--- src/hdl/poca_pkg.sv ---
// constants and types for the pixel output clock align block
// assumes a single 200 MHz core clock and a host on the 2-wire serial port
// Behaviour
// - fixed latency from sample to output buses
// - phase move shifts data, strobe, sync together
// - strobe source from output_clock_config bits 7:6
// - pixel, 90-degree and double-rate strobe choices
// - fourth choice is internal half-rate clock
// - sampling_phase_adjust sets sampling instant and strobe
// - all controls reachable over 2-wire serial port
// - three 8-bit buses: red, green, blue
// - output path runs at a fixed 50 MHz pixel rate, one pixel per 4 core clocks
// - regenerated sync: programmable polarity and duration
package poca_pkg;
  localparam int CLK_MHZ = 200;
  localparam int PIX_MHZ = 50;
  localparam int PIX_DIV = CLK_MHZ / PIX_MHZ;
  localparam int PIPE_LAT = 2;
  localparam logic [7:0] OFS_PHASE = 8'h04;
  localparam logic [7:0] OFS_CLKCFG = 8'h20;
  localparam logic [7:0] OFS_HSCFG = 8'h12;
  localparam logic [7:0] OFS_HSDUR = 8'h13;
  localparam int PHASE_MSB = 7;
  localparam int PHASE_LSB = 6;
  localparam int CLKSEL_MSB = 7;
  localparam int CLKSEL_LSB = 6;
  localparam int HSPOL_BIT = 7;
  localparam logic [7:0] RST_PHASE = 8'h00;
  localparam logic [7:0] RST_CLKCFG = 8'h00;
  localparam logic [7:0] RST_HSCFG = 8'h00;
  localparam logic [7:0] RST_HSDUR = 8'h10;
  localparam logic [7:0] RD_UNMAPPED = 8'h00;
  // device address on the serial port; value is arbitrary
  localparam logic [6:0] SER_ADDR = 7'h4c;

  typedef enum logic [1:0] {
    POCA_CK_PIX = 2'b00,
    POCA_CK_SHIFT = 2'b01,
    POCA_CK_DOUBLE = 2'b10,
    POCA_CK_HALF = 2'b11
  } poca_cksel_t;

  typedef enum logic [3:0] {
    POCA_S_IDLE = 4'b0000,
    POCA_S_ADDR = 4'b0001,
    POCA_S_ACK_A = 4'b0010,
    POCA_S_PTR = 4'b0011,
    POCA_S_ACK_P = 4'b0100,
    POCA_S_WDATA = 4'b0101,
    POCA_S_ACK_W = 4'b0110,
    POCA_S_RDATA = 4'b0111,
    POCA_S_RACK = 4'b1000
  } poca_ser_t;

  typedef struct packed {
    logic [7:0] red;
    logic [7:0] green;
    logic [7:0] blue;
    logic hsync;
  } poca_pix_t;
endpackage : poca_pkg

--- src/hdl/poca_top.sv ---
// output stage: pixel buses, regenerated line sync, strobe clock, serial registers
// assumes pixel words arrive from converter logic on MCLK; pins are asynchronous
`timescale 1ns/100ps
module poca_top (
  input wire logic MCLK,
  input wire logic RST_N,
  input wire logic [7:0] RED_IN,
  input wire logic [7:0] GREEN_IN,
  input wire logic [7:0] BLUE_IN,
  input wire logic LINE_SYNC_IN,
  input wire logic SCL,
  input wire logic SDA_I,
  output logic SDA_O,
  output logic SDA_OE_N,
  output logic [7:0] RED,
  output logic [7:0] GREEN,
  output logic [7:0] BLUE,
  output logic REGENERATED_LINE_SYNC_OUT,
  output logic OUTPUT_STROBE_CLOCK,
  output logic SAMPLE_EN
);
  typedef poca_pkg::poca_pix_t poca_pix_t;

  logic [7:0] phase_r;
  logic [7:0] clkcfg_r;
  logic [7:0] hscfg_r;
  logic [7:0] hsdur_r;
  logic [1:0] scl_m_r, sda_m_r;
  logic scl_q_r, sda_q_r;
  logic ls_m_r, ls_s_r;
  poca_pkg::poca_ser_t st_r;
  logic [2:0] bitc_r;
  logic [7:0] sr_r;
  logic [7:0] tx_r;
  logic [7:0] ptr_r;
  logic rw_r;
  logic ackrise_r;
  logic fall_d_r;
  logic [1:0] ph_cnt_r;
  logic [1:0] rel;
  logic [1:0] samp_ph;
  logic samp_en;
  logic half_r;
  logic [7:0] hs_cnt_r;
  logic hs_prev_r;
  poca_pix_t cap_r;
  poca_pix_t pipe_r [poca_pkg::PIPE_LAT];
  logic strobe_nxt;
  logic scl_rise, scl_fall, start_c, stop_c;
  logic [7:0] byte_c;
  logic [7:0] rd_c;

  // pin synchronisers: first stage feeds only the second
  always_ff @(posedge MCLK) begin
    if (!RST_N) begin
      scl_m_r <= 2'h3;
      sda_m_r <= 2'h3;
      ls_m_r <= 1'b0;
      ls_s_r <= 1'b0;
    end else begin
      scl_m_r <= {scl_m_r[0], SCL};
      sda_m_r <= {sda_m_r[0], SDA_I};
      ls_m_r <= LINE_SYNC_IN;
      ls_s_r <= ls_m_r;
    end
  end

  always_ff @(posedge MCLK) begin
    if (!RST_N) begin
      scl_q_r <= 1'b1;
      sda_q_r <= 1'b1;
    end else begin
      scl_q_r <= scl_m_r[1];
      sda_q_r <= sda_m_r[1];
    end
  end

  assign scl_rise = scl_m_r[1] & ~scl_q_r;
  assign scl_fall = ~scl_m_r[1] & scl_q_r;
  assign start_c = scl_m_r[1] & scl_q_r & sda_q_r & ~sda_m_r[1];
  assign stop_c = scl_m_r[1] & scl_q_r & ~sda_q_r & sda_m_r[1];
  assign byte_c = {sr_r[6:0], sda_m_r[1]};

  // register read mux; unmapped offsets read as zero
  always_comb begin
    case (ptr_r)
      poca_pkg::OFS_PHASE: rd_c = phase_r;
      poca_pkg::OFS_CLKCFG: rd_c = clkcfg_r;
      poca_pkg::OFS_HSCFG: rd_c = hscfg_r;
      poca_pkg::OFS_HSDUR: rd_c = hsdur_r;
      default: rd_c = poca_pkg::RD_UNMAPPED;
    endcase
  end

  // serial port slave: pointer byte then data bytes, pointer auto-increments
  always_ff @(posedge MCLK) begin
    if (!RST_N) begin
      st_r <= poca_pkg::POCA_S_IDLE;
      bitc_r <= 3'h0;
      sr_r <= 8'h00;
      tx_r <= 8'h00;
      ptr_r <= 8'h00;
      rw_r <= 1'b0;
      ackrise_r <= 1'b0;
    end else if (start_c) begin
      st_r <= poca_pkg::POCA_S_ADDR;
      bitc_r <= 3'h0;
      ackrise_r <= 1'b0;
    end else if (stop_c) begin
      st_r <= poca_pkg::POCA_S_IDLE;
    end else if (scl_rise) begin
      sr_r <= byte_c;
      bitc_r <= bitc_r + 3'h1;
      case (st_r)
        poca_pkg::POCA_S_ADDR: begin
          if (bitc_r == 3'h7) begin
            if (byte_c[7:1] == poca_pkg::SER_ADDR) begin
              st_r <= poca_pkg::POCA_S_ACK_A;
              rw_r <= byte_c[0];
            end else begin
              st_r <= poca_pkg::POCA_S_IDLE;
            end
          end
        end
        poca_pkg::POCA_S_PTR: begin
          if (bitc_r == 3'h7) begin
            ptr_r <= byte_c;
            st_r <= poca_pkg::POCA_S_ACK_P;
          end
        end
        poca_pkg::POCA_S_WDATA: begin
          if (bitc_r == 3'h7) begin
            st_r <= poca_pkg::POCA_S_ACK_W;
          end
        end
        poca_pkg::POCA_S_RDATA: begin
          tx_r <= {tx_r[6:0], 1'b0};
          if (bitc_r == 3'h7) begin
            st_r <= poca_pkg::POCA_S_RACK;
          end
        end
        poca_pkg::POCA_S_RACK: begin
          bitc_r <= 3'h0;
          if (sda_m_r[1]) begin
            st_r <= poca_pkg::POCA_S_IDLE;
          end else begin
            st_r <= poca_pkg::POCA_S_RDATA;
            tx_r <= rd_c;
          end
        end
        poca_pkg::POCA_S_ACK_A, poca_pkg::POCA_S_ACK_P, poca_pkg::POCA_S_ACK_W: begin
          ackrise_r <= 1'b1;
          bitc_r <= 3'h0;
        end
        default: begin
          bitc_r <= 3'h0;
        end
      endcase
    end else if (scl_fall) begin
      case (st_r)
        poca_pkg::POCA_S_ACK_A: begin
          if (ackrise_r) begin
            ackrise_r <= 1'b0;
            st_r <= rw_r ? poca_pkg::POCA_S_RDATA : poca_pkg::POCA_S_PTR;
            tx_r <= rd_c;
          end
        end
        poca_pkg::POCA_S_ACK_P: begin
          if (ackrise_r) begin
            ackrise_r <= 1'b0;
            st_r <= poca_pkg::POCA_S_WDATA;
          end
        end
        poca_pkg::POCA_S_ACK_W: begin
          if (ackrise_r) begin
            ackrise_r <= 1'b0;
            st_r <= poca_pkg::POCA_S_WDATA;
            ptr_r <= ptr_r + 8'h01;
          end
        end
        poca_pkg::POCA_S_RACK: begin
          if (!ackrise_r) begin
            ptr_r <= ptr_r + 8'h01;
            ackrise_r <= 1'b1;
          end
        end
        default: begin
          ackrise_r <= 1'b0;
        end
      endcase
    end
  end

  // open-drain data line: only ever pulls low, changes after scl falls
  always_ff @(posedge MCLK) begin
    if (!RST_N) begin
      fall_d_r <= 1'b0;
      SDA_OE_N <= 1'b1;
    end else begin
      fall_d_r <= scl_fall;
      if (start_c || stop_c) begin
        SDA_OE_N <= 1'b1;
      end else if (fall_d_r) begin
        case (st_r)
          poca_pkg::POCA_S_ACK_A, poca_pkg::POCA_S_ACK_P, poca_pkg::POCA_S_ACK_W:
            SDA_OE_N <= ackrise_r;
          poca_pkg::POCA_S_RDATA: SDA_OE_N <= tx_r[7];
          default: SDA_OE_N <= 1'b1;
        endcase
      end
    end
  end

  assign SDA_O = 1'b0;

  // register writes land on the eighth data bit
  always_ff @(posedge MCLK) begin
    if (!RST_N) begin
      phase_r <= poca_pkg::RST_PHASE;
      clkcfg_r <= poca_pkg::RST_CLKCFG;
      hscfg_r <= poca_pkg::RST_HSCFG;
      hsdur_r <= poca_pkg::RST_HSDUR;
    end else if (scl_rise && st_r == poca_pkg::POCA_S_WDATA && bitc_r == 3'h7) begin
      case (ptr_r)
        poca_pkg::OFS_PHASE: phase_r <= byte_c;
        poca_pkg::OFS_CLKCFG: clkcfg_r <= byte_c;
        poca_pkg::OFS_HSCFG: hscfg_r <= byte_c;
        poca_pkg::OFS_HSDUR: hsdur_r <= byte_c;
        default: ;
      endcase
    end
  end

  // pixel timing: one pixel per PIX_DIV clocks; the fast core clock leaves the
  // strobe edges on a quarter-pixel grid, so only the top phase bits take effect
  always_ff @(posedge MCLK) begin
    if (!RST_N) begin
      ph_cnt_r <= 2'h0;
    end else begin
      ph_cnt_r <= ph_cnt_r + 2'h1;
    end
  end

  assign samp_ph = phase_r[poca_pkg::PHASE_MSB:poca_pkg::PHASE_LSB];
  assign samp_en = (ph_cnt_r == samp_ph);
  assign rel = ph_cnt_r - samp_ph;

  // capture and fixed pipeline, all stepping on the moved sample enable
  always_ff @(posedge MCLK) begin
    if (!RST_N) begin
      cap_r <= '0;
      for (int i = 0; i < poca_pkg::PIPE_LAT; i++) begin
        pipe_r[i] <= '0;
      end
    end else if (samp_en) begin
      cap_r <= '{red: RED_IN, green: GREEN_IN, blue: BLUE_IN,
                 hsync: (hs_cnt_r != 8'h00) ^ hscfg_r[poca_pkg::HSPOL_BIT]};
      pipe_r[0] <= cap_r;
      for (int i = 1; i < poca_pkg::PIPE_LAT; i++) begin
        pipe_r[i] <= pipe_r[i-1];
      end
    end
  end

  // sync regeneration: leading edge starts a pulse of hsdur_r pixels
  always_ff @(posedge MCLK) begin
    if (!RST_N) begin
      hs_prev_r <= 1'b0;
      hs_cnt_r <= 8'h00;
    end else if (samp_en) begin
      hs_prev_r <= ls_s_r;
      if (ls_s_r && !hs_prev_r) begin
        hs_cnt_r <= hsdur_r;
      end else if (hs_cnt_r != 8'h00) begin
        hs_cnt_r <= hs_cnt_r - 8'h01;
      end
    end
  end

  always_ff @(posedge MCLK) begin
    if (!RST_N) begin
      half_r <= 1'b0;
    end else if (samp_en) begin
      half_r <= ~half_r;
    end
  end

  // strobe phase measured from the sample enable, so it moves with the data
  always_comb begin
    case (poca_pkg::poca_cksel_t'(clkcfg_r[poca_pkg::CLKSEL_MSB:poca_pkg::CLKSEL_LSB]))
      poca_pkg::POCA_CK_PIX: strobe_nxt = (rel >= 2'h2);
      poca_pkg::POCA_CK_SHIFT: strobe_nxt = (rel == 2'h0) || (rel == 2'h3);
      poca_pkg::POCA_CK_DOUBLE: strobe_nxt = rel[0];
      poca_pkg::POCA_CK_HALF: strobe_nxt = half_r;
      default: strobe_nxt = 1'b0;
    endcase
  end

  // outputs leave flip-flops on one clock edge so their skew stays fixed
  always_ff @(posedge MCLK) begin
    if (!RST_N) begin
      RED <= 8'h00;
      GREEN <= 8'h00;
      BLUE <= 8'h00;
      REGENERATED_LINE_SYNC_OUT <= 1'b0;
      OUTPUT_STROBE_CLOCK <= 1'b0;
      SAMPLE_EN <= 1'b0;
    end else begin
      RED <= pipe_r[poca_pkg::PIPE_LAT-1].red;
      GREEN <= pipe_r[poca_pkg::PIPE_LAT-1].green;
      BLUE <= pipe_r[poca_pkg::PIPE_LAT-1].blue;
      REGENERATED_LINE_SYNC_OUT <= pipe_r[poca_pkg::PIPE_LAT-1].hsync;
      OUTPUT_STROBE_CLOCK <= strobe_nxt;
      SAMPLE_EN <= samp_en;
    end
  end
endmodule : poca_top

--- config.mk ---
export PLATFORM = sky130hd
export DESIGN_NAME = poca_top
export DESIGN_NICKNAME = d
export VERILOG_FILES = /design/src/hdl/poca_pkg.sv /design/src/hdl/poca_top.sv
export SDC_FILE = /design/constraint.sdc
export NUM_CORES = 1
export LEC_CHECK = 0
export ABC_CLOCK_PERIOD_IN_PS = 4000
export BUFFER_PORTS_ARGS = -buffer_cell sky130_fd_sc_hd__buf_2
export CORE_MARGIN = 2
export CORE_UTILIZATION = 54
export DETAILED_ROUTE_END_ITERATION = 8
export GPL_ROUTABILITY_DRIVEN = 0
export PLACE_DENSITY = 0.76
export SLEW_MARGIN = 40
export SYNTH_ARGS = -nofsm -noshare
export SYNTH_HDL_FRONTEND = slang
export SYNTH_SLANG_ARGS = --single-unit
--- constraint.sdc ---
create_clock -name MCLK -period 4 [get_ports MCLK]
set_input_delay 0.4 -clock MCLK [delete_from_list [all_inputs] [get_ports MCLK]]
set_output_delay 0.4 -clock MCLK [all_outputs]
set_load 0.005 [all_outputs]
==> reports/qor.txt, run 1 <==
status -> finished, final reports clean
Crit path max-delay family -> simple AND/OR/NAND/NOR gates
Worst Setup End Kind -> flop
register area share after synthesis -> 0.543
Nets -> 853
ys async rst share -> 0
fin crit share -> 0.621
cts bufs inserted -> 17
power after layout -> 4.52 mW
Pins Over Slew Limit -> 0
P per Cell Area -> 513 nW/um2
peak supply drop -> 286 uV
hold_buf cts -> 0
Post-synth EDFFs -> 50
Crit path required time -> 4.33 ns
Routed WL per cell -> 15.5 um
initial antenna violation count -> 0
crit path DAT -> 2.81 ns
share of the synthesized area in the top cell type -> 0.351
ANT cells -> 0
Final Critical Period -> 2.48 ns
core area -> 14400 um2
Routed WL -> 15.7 mm
fillcell total -> 1131
GRT overflow -> 0
RR Startpoint -> scl_q_r$_SDFF_PN1_
die width -> 125 um
worst relative slew slack -> 0.511
Post-CTS Setup Inserts -> 0
Net Switching -> 1.19 mW
FP Rows -> 44
area of the multi-input gates -> 3340 um2
Synth Flop Type -> dfxtp_1
worst path bufs/invs -> 1
synth cell count leaders -> dfxtp_1, nand2_1, nor2_1, a21oi_1, and3_1
vias in the first global route -> 5497
DRT iter0 DRCs -> 552
Slew @ Worst Pin -> 0.729 ns
post-DP HPWL -> 10.2 mm
Ports -> 58
Final Skew -> 0.00823 ns
power share of the combinational group -> 0.132
clock power share -> 0.387
slowest cell on the critical path -> ha_2
Setup Crit Path Kind -> flop to flop
Leak -> 3.82 nW
Initial Util -> 0.547
first-pass GRT wire length -> 26.3 mm
# setup viols final -> 0
Post-CTS Resized -> 0
CTS tree -> built
DR DRC count -> 0
Yosys cell types -> 71
via count -> 5802
Hold Crit Class -> input pin to flop
H-tree depth -> 4
max-cap violation count -> 0
Reg2Reg Depth -> 7
max incr delay on CP -> 0.56 ns
Reg power frac -> 0.482
switching part of the total -> 0.262
R2R Path End -> phase_r[4]$_SDFFE_PN0P_
Setup TNS -> 0 ns
Area Growth Syn to Fin -> 12.2%
internal power -> 3.34 mW
clk slew on worst S/H paths -> 0.07 ns
CTS root buffer -> clkbuf_16
register area -> 4260 um2
largest net degree at the start of global routing -> 90
DR pass1 iterations -> 6
CTS Buffer Depth -> 2
die area -> 15500 um2
Cell Area, Synth -> 7860 um2
Synth area leaders -> dfxtp_1, edfxtp_1, mux2i_1
Hold EP -> sda_m_r[0]$_SDFF_PN1_
area leader, netlist -> dfxtp_1
HP Start -> SDA_I
CP Launch Type -> flop
Detail Route Antenna Nets -> 0
most frequent cell after synthesis -> dfxtp_1
hold path cells -> 2
Post-Synthesis Net Count -> 829
CP Cell Sequence -> inv_1, ha_2, nand2_1, nor3_2, nand3_2, mux2i_1, nor2_1
R2R Setup Slk -> 1.52 ns
Max Fclk -> 0.402 GHz
Finished Core Util -> 0.614
crit path max fanout -> 34
Mean Syn Cell Area -> 9.97 um2
Num Clock Sinks -> 188
Syn Inst Count -> 788
Yosys reg bits -> 188
Final Hold Vio Count -> 0
RSZ-0062 raised after global routing -> no
Via density -> 5.75
layout cells sized above 1 -> 0.144
IO buf count -> 56
Worst-Skew Late Latency -> 0.43 ns
overall routing resource usage -> 0.206
Die Y -> 125 um
Synthesis Warnings -> 0
flip-flops by register name, summed over array words and instances, names as in the netlist, 4 cells and up:
| signal | count |
|---|---|
| hs_cnt_r | 8 |
| tx_r | 8 |
| phase_r | 8 |
| sr_r | 7 |
| clkcfg_r | 8 |
| GREEN | 8 |
| hscfg_r | 8 |
| ptr_r | 8 |
| BLUE | 8 |
| cap_r | 25 |
| pipe_r | 50 |
| RED | 8 |
| st_r | 4 |
| hsdur_r | 8 |
how the worst max path moves through the flow:
stage                           start                    endpoint  slack, ns  cells past startpoint
3_5_place_dp       scl_q_r$_SDFF_PN1_     phase_r[4]$_SDFFE_PN0P_       1.57                      7
3_3_place_gp       scl_q_r$_SDFF_PN1_    clkcfg_r[6]$_SDFFE_PN0P_       1.39                      7
2_1_floorplan  ph_cnt_r[0]$_SDFF_PN0_  pipe_r[0][0]$_SDFFCE_PN0P_       1.16                      6
6_report           scl_q_r$_SDFF_PN1_     phase_r[4]$_SDFFE_PN0P_       1.52                      7
5_1_grt         scl_m_r[1]$_SDFF_PN1_     phase_r[0]$_SDFFE_PN0P_       1.31                      6
4_1_cts            scl_q_r$_SDFF_PN1_     phase_r[4]$_SDFFE_PN0P_       1.54                      7
cell usage in the layout (no fill, tap or decap), types with 6 or more instances in the layout:
master     count
a21oi_1       63
a22o_1        13
a22oi_1       13
and2_1        28
and3_1        53
buf_2         56
clkbuf_16     17
dfxtp_1      138
edfxtp_1      50
ha_1          11
inv_1         12
mux2i_1       39
nand2_1       87
nand2b_1      14
nand3_1        8
nor2_1        71
nor2b_1        6
o21ai_0       25
o31ai_1        7
stage by stage:
| step | setup WS (ns) | instances | instance area, um2 | hold slack (ns) |
|---|---|---|---|---|
| 6_report | 1.52 | 1009 | 8820 | 0.149 |
| 5_1_grt | 1.31 | 1009 | 8820 | 0.127 |
| 4_1_cts | 1.54 | 1009 | 8820 | 0.133 |
| 3_5_place_dp | 1.57 | 977 | 8190 | 0.396 |
| 3_3_place_gp | 1.39 | 977 | 8180 | 0.392 |
| 2_1_floorplan | 1.16 | 788 | 7860 | 0.386 |
worst register-to-register path: stages (launching register included):
cell and delay, ns:
dfxtp_1 0.33, inv_1 0.06, ha_2 0.56, nand2_1 0.20
nor3_2 0.54, nand3_2 0.35, mux2i_1 0.27, nor2_1 0.06
cell type report:
class | instances | area share
repair buffers | 60 | 0.0352
clock inverters | 13 | 0.0196
well taps | 184 | 0.0261
inverters | 13 | 0.00582
clock buffers | 19 | 0.0514
flip-flops and latches | 188 | 0.484
multi-input cells | 532 | 0.378
power by group through the flow:
stage | registers (mW) | logic [mW] | clock network [mW]
floorplan | 2.20 | 0.455 | 0
global placement | 2.21 | 0.559 | 0
detailed placement | 2.22 | 0.590 | 0
CTS | 2.18 | 0.593 | 1.78
global route | 2.19 | 0.671 | 1.86
finish | 2.18 | 0.595 | 1.75
routing by layer:
layer | vias up | wire length (um) | track usage
li1 | 2835 | - | -
met1 | 2778 | 7140 | 0.268
met2 | 164 | 7470 | 0.331
met3 | 25 | 748 | 0.0541
met4 | 0 | 308 | 0.0787
met5 | - | 0 | 0
kinds of logic after synthesis:
logic type               synth area share
AO/OA/AOI/OAI                       0.139
XOR/XNOR                          0.00669
adder cells (fa/ha/maj)            0.0191
buffers and inverters              0.0349
flip-flops                          0.543
multiplexers                       0.0511
other                            0.000477
AND/OR/NAND/NOR                     0.207
(Power assumes the default switching activity.)
==> run 2: changes to the inputs <==
ABC_CLOCK_PERIOD_IN_PS = 2300   (was 4000)
clock period = 2.3 ns   (was 4 ns; I/O delays follow)
==> reports/qor.txt, run 2 (synthesized netlist as in run 1, its figures left out) <==
status -> finished, final reports clean
Cell Area, Placed -> 8400 um2
Final Hold Vio Count -> 0
crit path DAT -> 2.56 ns
CP Launch Type -> flop
Die Y -> 125 um
largest net degree at the start of global routing -> 111
die width -> 125 um
vias in the first global route -> 5665
Routed WL -> 16.1 mm
fin crit share -> 0.952
FP Rows -> 44
biggest registers after layout -> pipe_r x50, cap_r x25
Hold Crit Class -> input pin to flop
Largest Register -> pipe_r
Final Critical Period -> 2.19 ns
Routed WL per cell -> 15.6 um
# setup viols final -> 0
RSZ-0062 raised after global routing -> no
layout cells sized above 1 -> 0.158
core area -> 14400 um2
Via density -> 5.76
max-cap violation count -> 0
CTS Buffer Depth -> 2
DR DRC count -> 0
DRT iter0 DRCs -> 469
via count -> 5953
DR pass1 iterations -> 5
H-tree depth -> 4
final instance area -> 9040 um2
overall routing resource usage -> 0.211
Ports -> 58
Post-CTS Setup Inserts -> 0
fillcell total -> 1094
Slew @ Worst Pin -> 0.750 ns
crit path max fanout -> 7
Worst Setup End Kind -> flop
Num Clock Sinks -> 188
IO buf count -> 56
Leak -> 3.94 nW
first-pass GRT wire length -> 26.9 mm
Final Skew -> 0.00900 ns
Area Growth Syn to Fin -> 15.0%
GRT overflow -> 0
worst relative slew slack -> 0.497
peak supply drop -> 575 uV
ANT cells -> 0
most frequent cells in the layout -> dfxtp_1, nand2_1, nor2_1, a21oi_1, buf_2
Detail Route Antenna Nets -> 0
Worst-Skew Late Latency -> 0.43 ns
clk slew on worst S/H paths -> 0.07 ns
CTS root buffer -> clkbuf_16
post-DP HPWL -> 10.6 mm
Max Fclk -> 0.457 GHz
Largest register FFs -> 50
die area -> 15500 um2
Initial Util -> 0.547
cts bufs inserted -> 17
Nets -> 877
commonest non-fill, non-tap cell in the layout -> dfxtp_1
Setup TNS -> 0 ns
P per Cell Area -> 865 nW/um2
Pins Over Slew Limit -> 0
Crit path required time -> 2.68 ns
Setup Crit Path Kind -> flop to flop
initial antenna violation count -> 0
CTS tree -> built
[run 2: cell types whose count changed in the layout (fill, tap and decap cells not counted), moves of 2 or more]
cell / before / now
dlygate4sd3_1: 0 / 3
clkbuf_8: 2 / 0
buf_12: 0 / 5
buf_4: 4 / 18
clkinv_1: 0 / 2
inv_6: 2 / 5
inv_8: 5 / 1
clkbuf_1: 0 / 2
inv_4: 2 / 0
[run 2: cell type report]
| type | instances | area (um2) | area share |
|---|---|---|---|
| Sequential cell | 188 | 4260 | 0.472 |
| Timing Repair Buffer | 83 | 557 | 0.0616 |
| Clock inverter | 13 | 155 | 0.0172 |
| Multi-Input combinational cell | 533 | 3350 | 0.371 |
| Clock buffer | 19 | 433 | 0.0479 |
| Inverter | 13 | 48.8 | 0.00540 |
| Tap cell | 184 | 230 | 0.0255 |
[run 2: per-stage QoR]
| stage | std cells | utilization | total power [mW] | hold slack, ns | setup WS, ns |
|---|---|---|---|---|---|
| global placement | 997 | 0.584 | 4.89 | 0.396 | 0.190 |
| CTS | 1032 | 0.627 | 7.86 | 0.0229 | 0.0907 |
| floorplan | 788 | - | 4.61 | 0.331 | 0.197 |
| finish | 1033 | 0.629 | 7.82 | 0.0370 | 0.111 |
| global route | 1033 | 0.629 | 8.15 | 0.0357 | 0.000949 |
| detailed placement | 997 | 0.584 | 4.96 | 0.403 | 0.117 |
[run 2: routing by layer]
layer | wire [um] | up-vias | part of all wire | GRT usage
met5 | 0 | - | 0 | 0
met4 | 361 | 0 | 0.022 | 0.0879
met3 | 969 | 35 | 0.060 | 0.0425
met2 | 7840 | 203 | 0.49 | 0.348
met1 | 6910 | 2831 | 0.43 | 0.272
li1 | - | 2884 | - | -
[run 2: timing repair]
item | CTS | global route
endpoints found under the setup margin | 0 | 11
resized for setup | 0 | 3
hold buffers | 3 | 0
hold endpoints to repair | 3 | 0
[run 2: critical path, stage by stage, from the launching register on]
cell and delay, ns:
dfxtp_1 0.36, inv_1 0.05, ha_1 0.26, or4b_2 0.63, a21o_1 0.25, a21boi_4 0.24, nor3b_1 0.22, o21a_1 0.13
[run 2: worst paths after layout]
kind                              start                     end  slack [ns]  cells past startpoint
setup / recovery     scl_q_r$_SDFF_PN1_    tx_r[0]$_SDFFE_PN0P_        0.11                      7
setup reg to reg     scl_q_r$_SDFF_PN1_    tx_r[0]$_SDFFE_PN0P_        0.11                      7
hold / removal                RED_IN[0]  cap_r[17]$_SDFFE_PN0P_        0.04                      3
hold reg to reg   sda_m_r[0]$_SDFF_PN1_   sda_m_r[1]$_SDFF_PN1_        0.42                      1
[run 2: power by group]
group | leakage, nW | total, mW | internal [mW] | switching (mW)
Clock | 0.283 | 2.92 | 1.63 | 1.29
Sequential | 1.68 | 3.78 | 3.65 | 0.130
Combinational | 1.97 | 1.12 | 0.491 | 0.624
Total | 3.94 | 7.82 | 5.77 | 2.04
==> run 3: changes to the inputs <==
PLACE_DENSITY = 0.79   (was 0.76)
==> reports/qor.txt, run 3 (synthesized netlist as in run 1, its figures left out) <==
status -> finished, final reports clean
ANT cells -> 0
DR DRC count -> 0
Worst-Skew Late Latency -> 0.43 ns
Slew @ Worst Pin -> 0.785 ns
via count -> 5812
CTS tree -> built
post-DP HPWL -> 10.1 mm
peak supply drop -> 600 uV
Final Hold Vio Count -> 0
final instance area -> 9090 um2
clock power share -> 0.383
Reg power frac -> 0.480
Die Y -> 125 um
Net Switching -> 2.00 mW
clk slew on worst S/H paths -> 0.07 ns
core area -> 14400 um2
Setup Crit Path Kind -> flop to flop
biggest registers after layout -> pipe_r x50, cap_r x25
P per Cell Area -> 867 nW/um2
Via density -> 5.59
die area -> 15500 um2
first-pass GRT wire length -> 25.5 mm
largest net degree at the start of global routing -> 82
crit path DAT -> 2.53 ns
GRT overflow -> 0
overall routing resource usage -> 0.201
max-cap violation count -> 0
# setup viols final -> 0
FP Rows -> 44
RSZ-0062 raised after global routing -> no
CTS root buffer -> clkbuf_16
Final Critical Period -> 2.17 ns
Max Fclk -> 0.460 GHz
crit path max fanout -> 10
Leak -> 3.98 nW
internal power -> 5.88 mW
DRT iter0 DRCs -> 372
die width -> 125 um
vias in the first global route -> 5243
Routed WL per cell -> 14.9 um
Setup TNS -> 0 ns
Hold Crit Class -> input pin to flop
H-tree depth -> 4
IO buf count -> 56
Crit path required time -> 2.66 ns
Ports -> 58
register area -> 4260 um2
switching part of the total -> 0.254
fillcell total -> 1147
Worst Setup End Kind -> flop
Area Growth Syn to Fin -> 15.7%
layout cells sized above 1 -> 0.166
Initial Util -> 0.547
most frequent cells in the layout -> dfxtp_1, nand2_1, nor2_1, a21oi_1, buf_2
Largest register FFs -> 50
Final Skew -> 0.00911 ns
Detail Route Antenna Nets -> 0
commonest non-fill, non-tap cell in the layout -> dfxtp_1
CP Launch Type -> flop
cts bufs inserted -> 17
DR pass1 iterations -> 5
Routed WL -> 15.4 mm
power after layout -> 7.88 mW
Largest Register -> pipe_r
post-route setup slack -> 0.126 ns
power share of the combinational group -> 0.137
fin crit share -> 0.945
area of the multi-input gates -> 3340 um2
worst relative slew slack -> 0.473
Nets -> 883
CTS Buffer Depth -> 2
Num Clock Sinks -> 188
Pins Over Slew Limit -> 0
pre-CTS setup slack -> 0.112 ns
initial antenna violation count -> 0
Cell Area, Placed -> 8400 um2
==> run 3: changes by cell type in the layout (fill, tap and decap cells not counted) <==
cell | previous run | this run
bufinv_16 | 2 | 3
a21boi_2 | 1 | 0
buf_12 | 5 | 4
clkinv_2 | 0 | 2
clkinvlp_4 | 1 | 0
inv_8 | 1 | 2
buf_6 | 1 | 0
clkinv_1 | 2 | 0
inv_6 | 5 | 4
buf_4 | 18 | 27
==> run 3: final timing paths <==
path / start / endpoint / slack (ns) / cells past startpoint
worst max register to register: scl_q_r$_SDFF_PN1_ / tx_r[5]$_SDFFE_PN0P_ / 0.13 / 8
worst min register to register: sda_m_r[0]$_SDFF_PN1_ / sda_m_r[1]$_SDFF_PN1_ / 0.41 / 1
worst max-delay path: scl_q_r$_SDFF_PN1_ / tx_r[5]$_SDFFE_PN0P_ / 0.13 / 8
worst min-delay path: GREEN_IN[5] / cap_r[14]$_SDFFE_PN0P_ / 0.04 / 3
==> run 3: layer usage <==
| layer | share of wire | global-route usage |
|---|---|---|
| met4 | 0.014 | 0.0668 |
| met5 | 0 | 0 |
| met2 | 0.48 | 0.326 |
| met1 | 0.45 | 0.271 |
| met3 | 0.052 | 0.0399 |
==> run 3: critical path, cell delays in order (launching register included) <==
cell	delay, ns
dfxtp_1	0.36
inv_1	0.05
ha_1	0.22
or4b_2	0.62
a21o_1	0.22
a21boi_4	0.27
buf_4	0.17
o21ai_0	0.07
a21oi_1	0.12
==> run 3: through the flow <==
stage	hold WS, ns	cells	util
floorplan	0.331	788	-
global placement	0.394	999	0.585
detailed placement	0.397	999	0.585
CTS	0.0269	1034	0.629
global route	0.0308	1039	0.633
finish	0.0374	1039	0.633
==> run 3: final cells by class <==
| cell class | instances | area share |
|---|---|---|
| clock inverters | 13 | 0.0201 |
| multi-input cells | 532 | 0.367 |
| clock buffers | 19 | 0.0476 |
| well taps | 184 | 0.0253 |
| flip-flops and latches | 188 | 0.469 |
| repair buffers | 90 | 0.0652 |
| inverters | 13 | 0.00537 |
==> run 3: power by group through the flow <==
stage                     Clock [mW]  Combinational (mW)  Sequential, mW
after floorplan                    0               0.794            3.82
after global placement             0                1.05            3.84
after detailed placement           0                1.07            3.85
after CTS                       3.08                1.08            3.78
after global routing            3.20                1.21            3.81
final                           3.02                1.08            3.78
==> run 3: repair_timing <==
item | 4_1_cts | 5_1_grt
hold buffers | 3 | 0
hold endpoints to repair | 3 | 0
setup endpoints to repair | 0 | 2
setup buffers | 0 | 5
gates resized for setup | 0 | 2
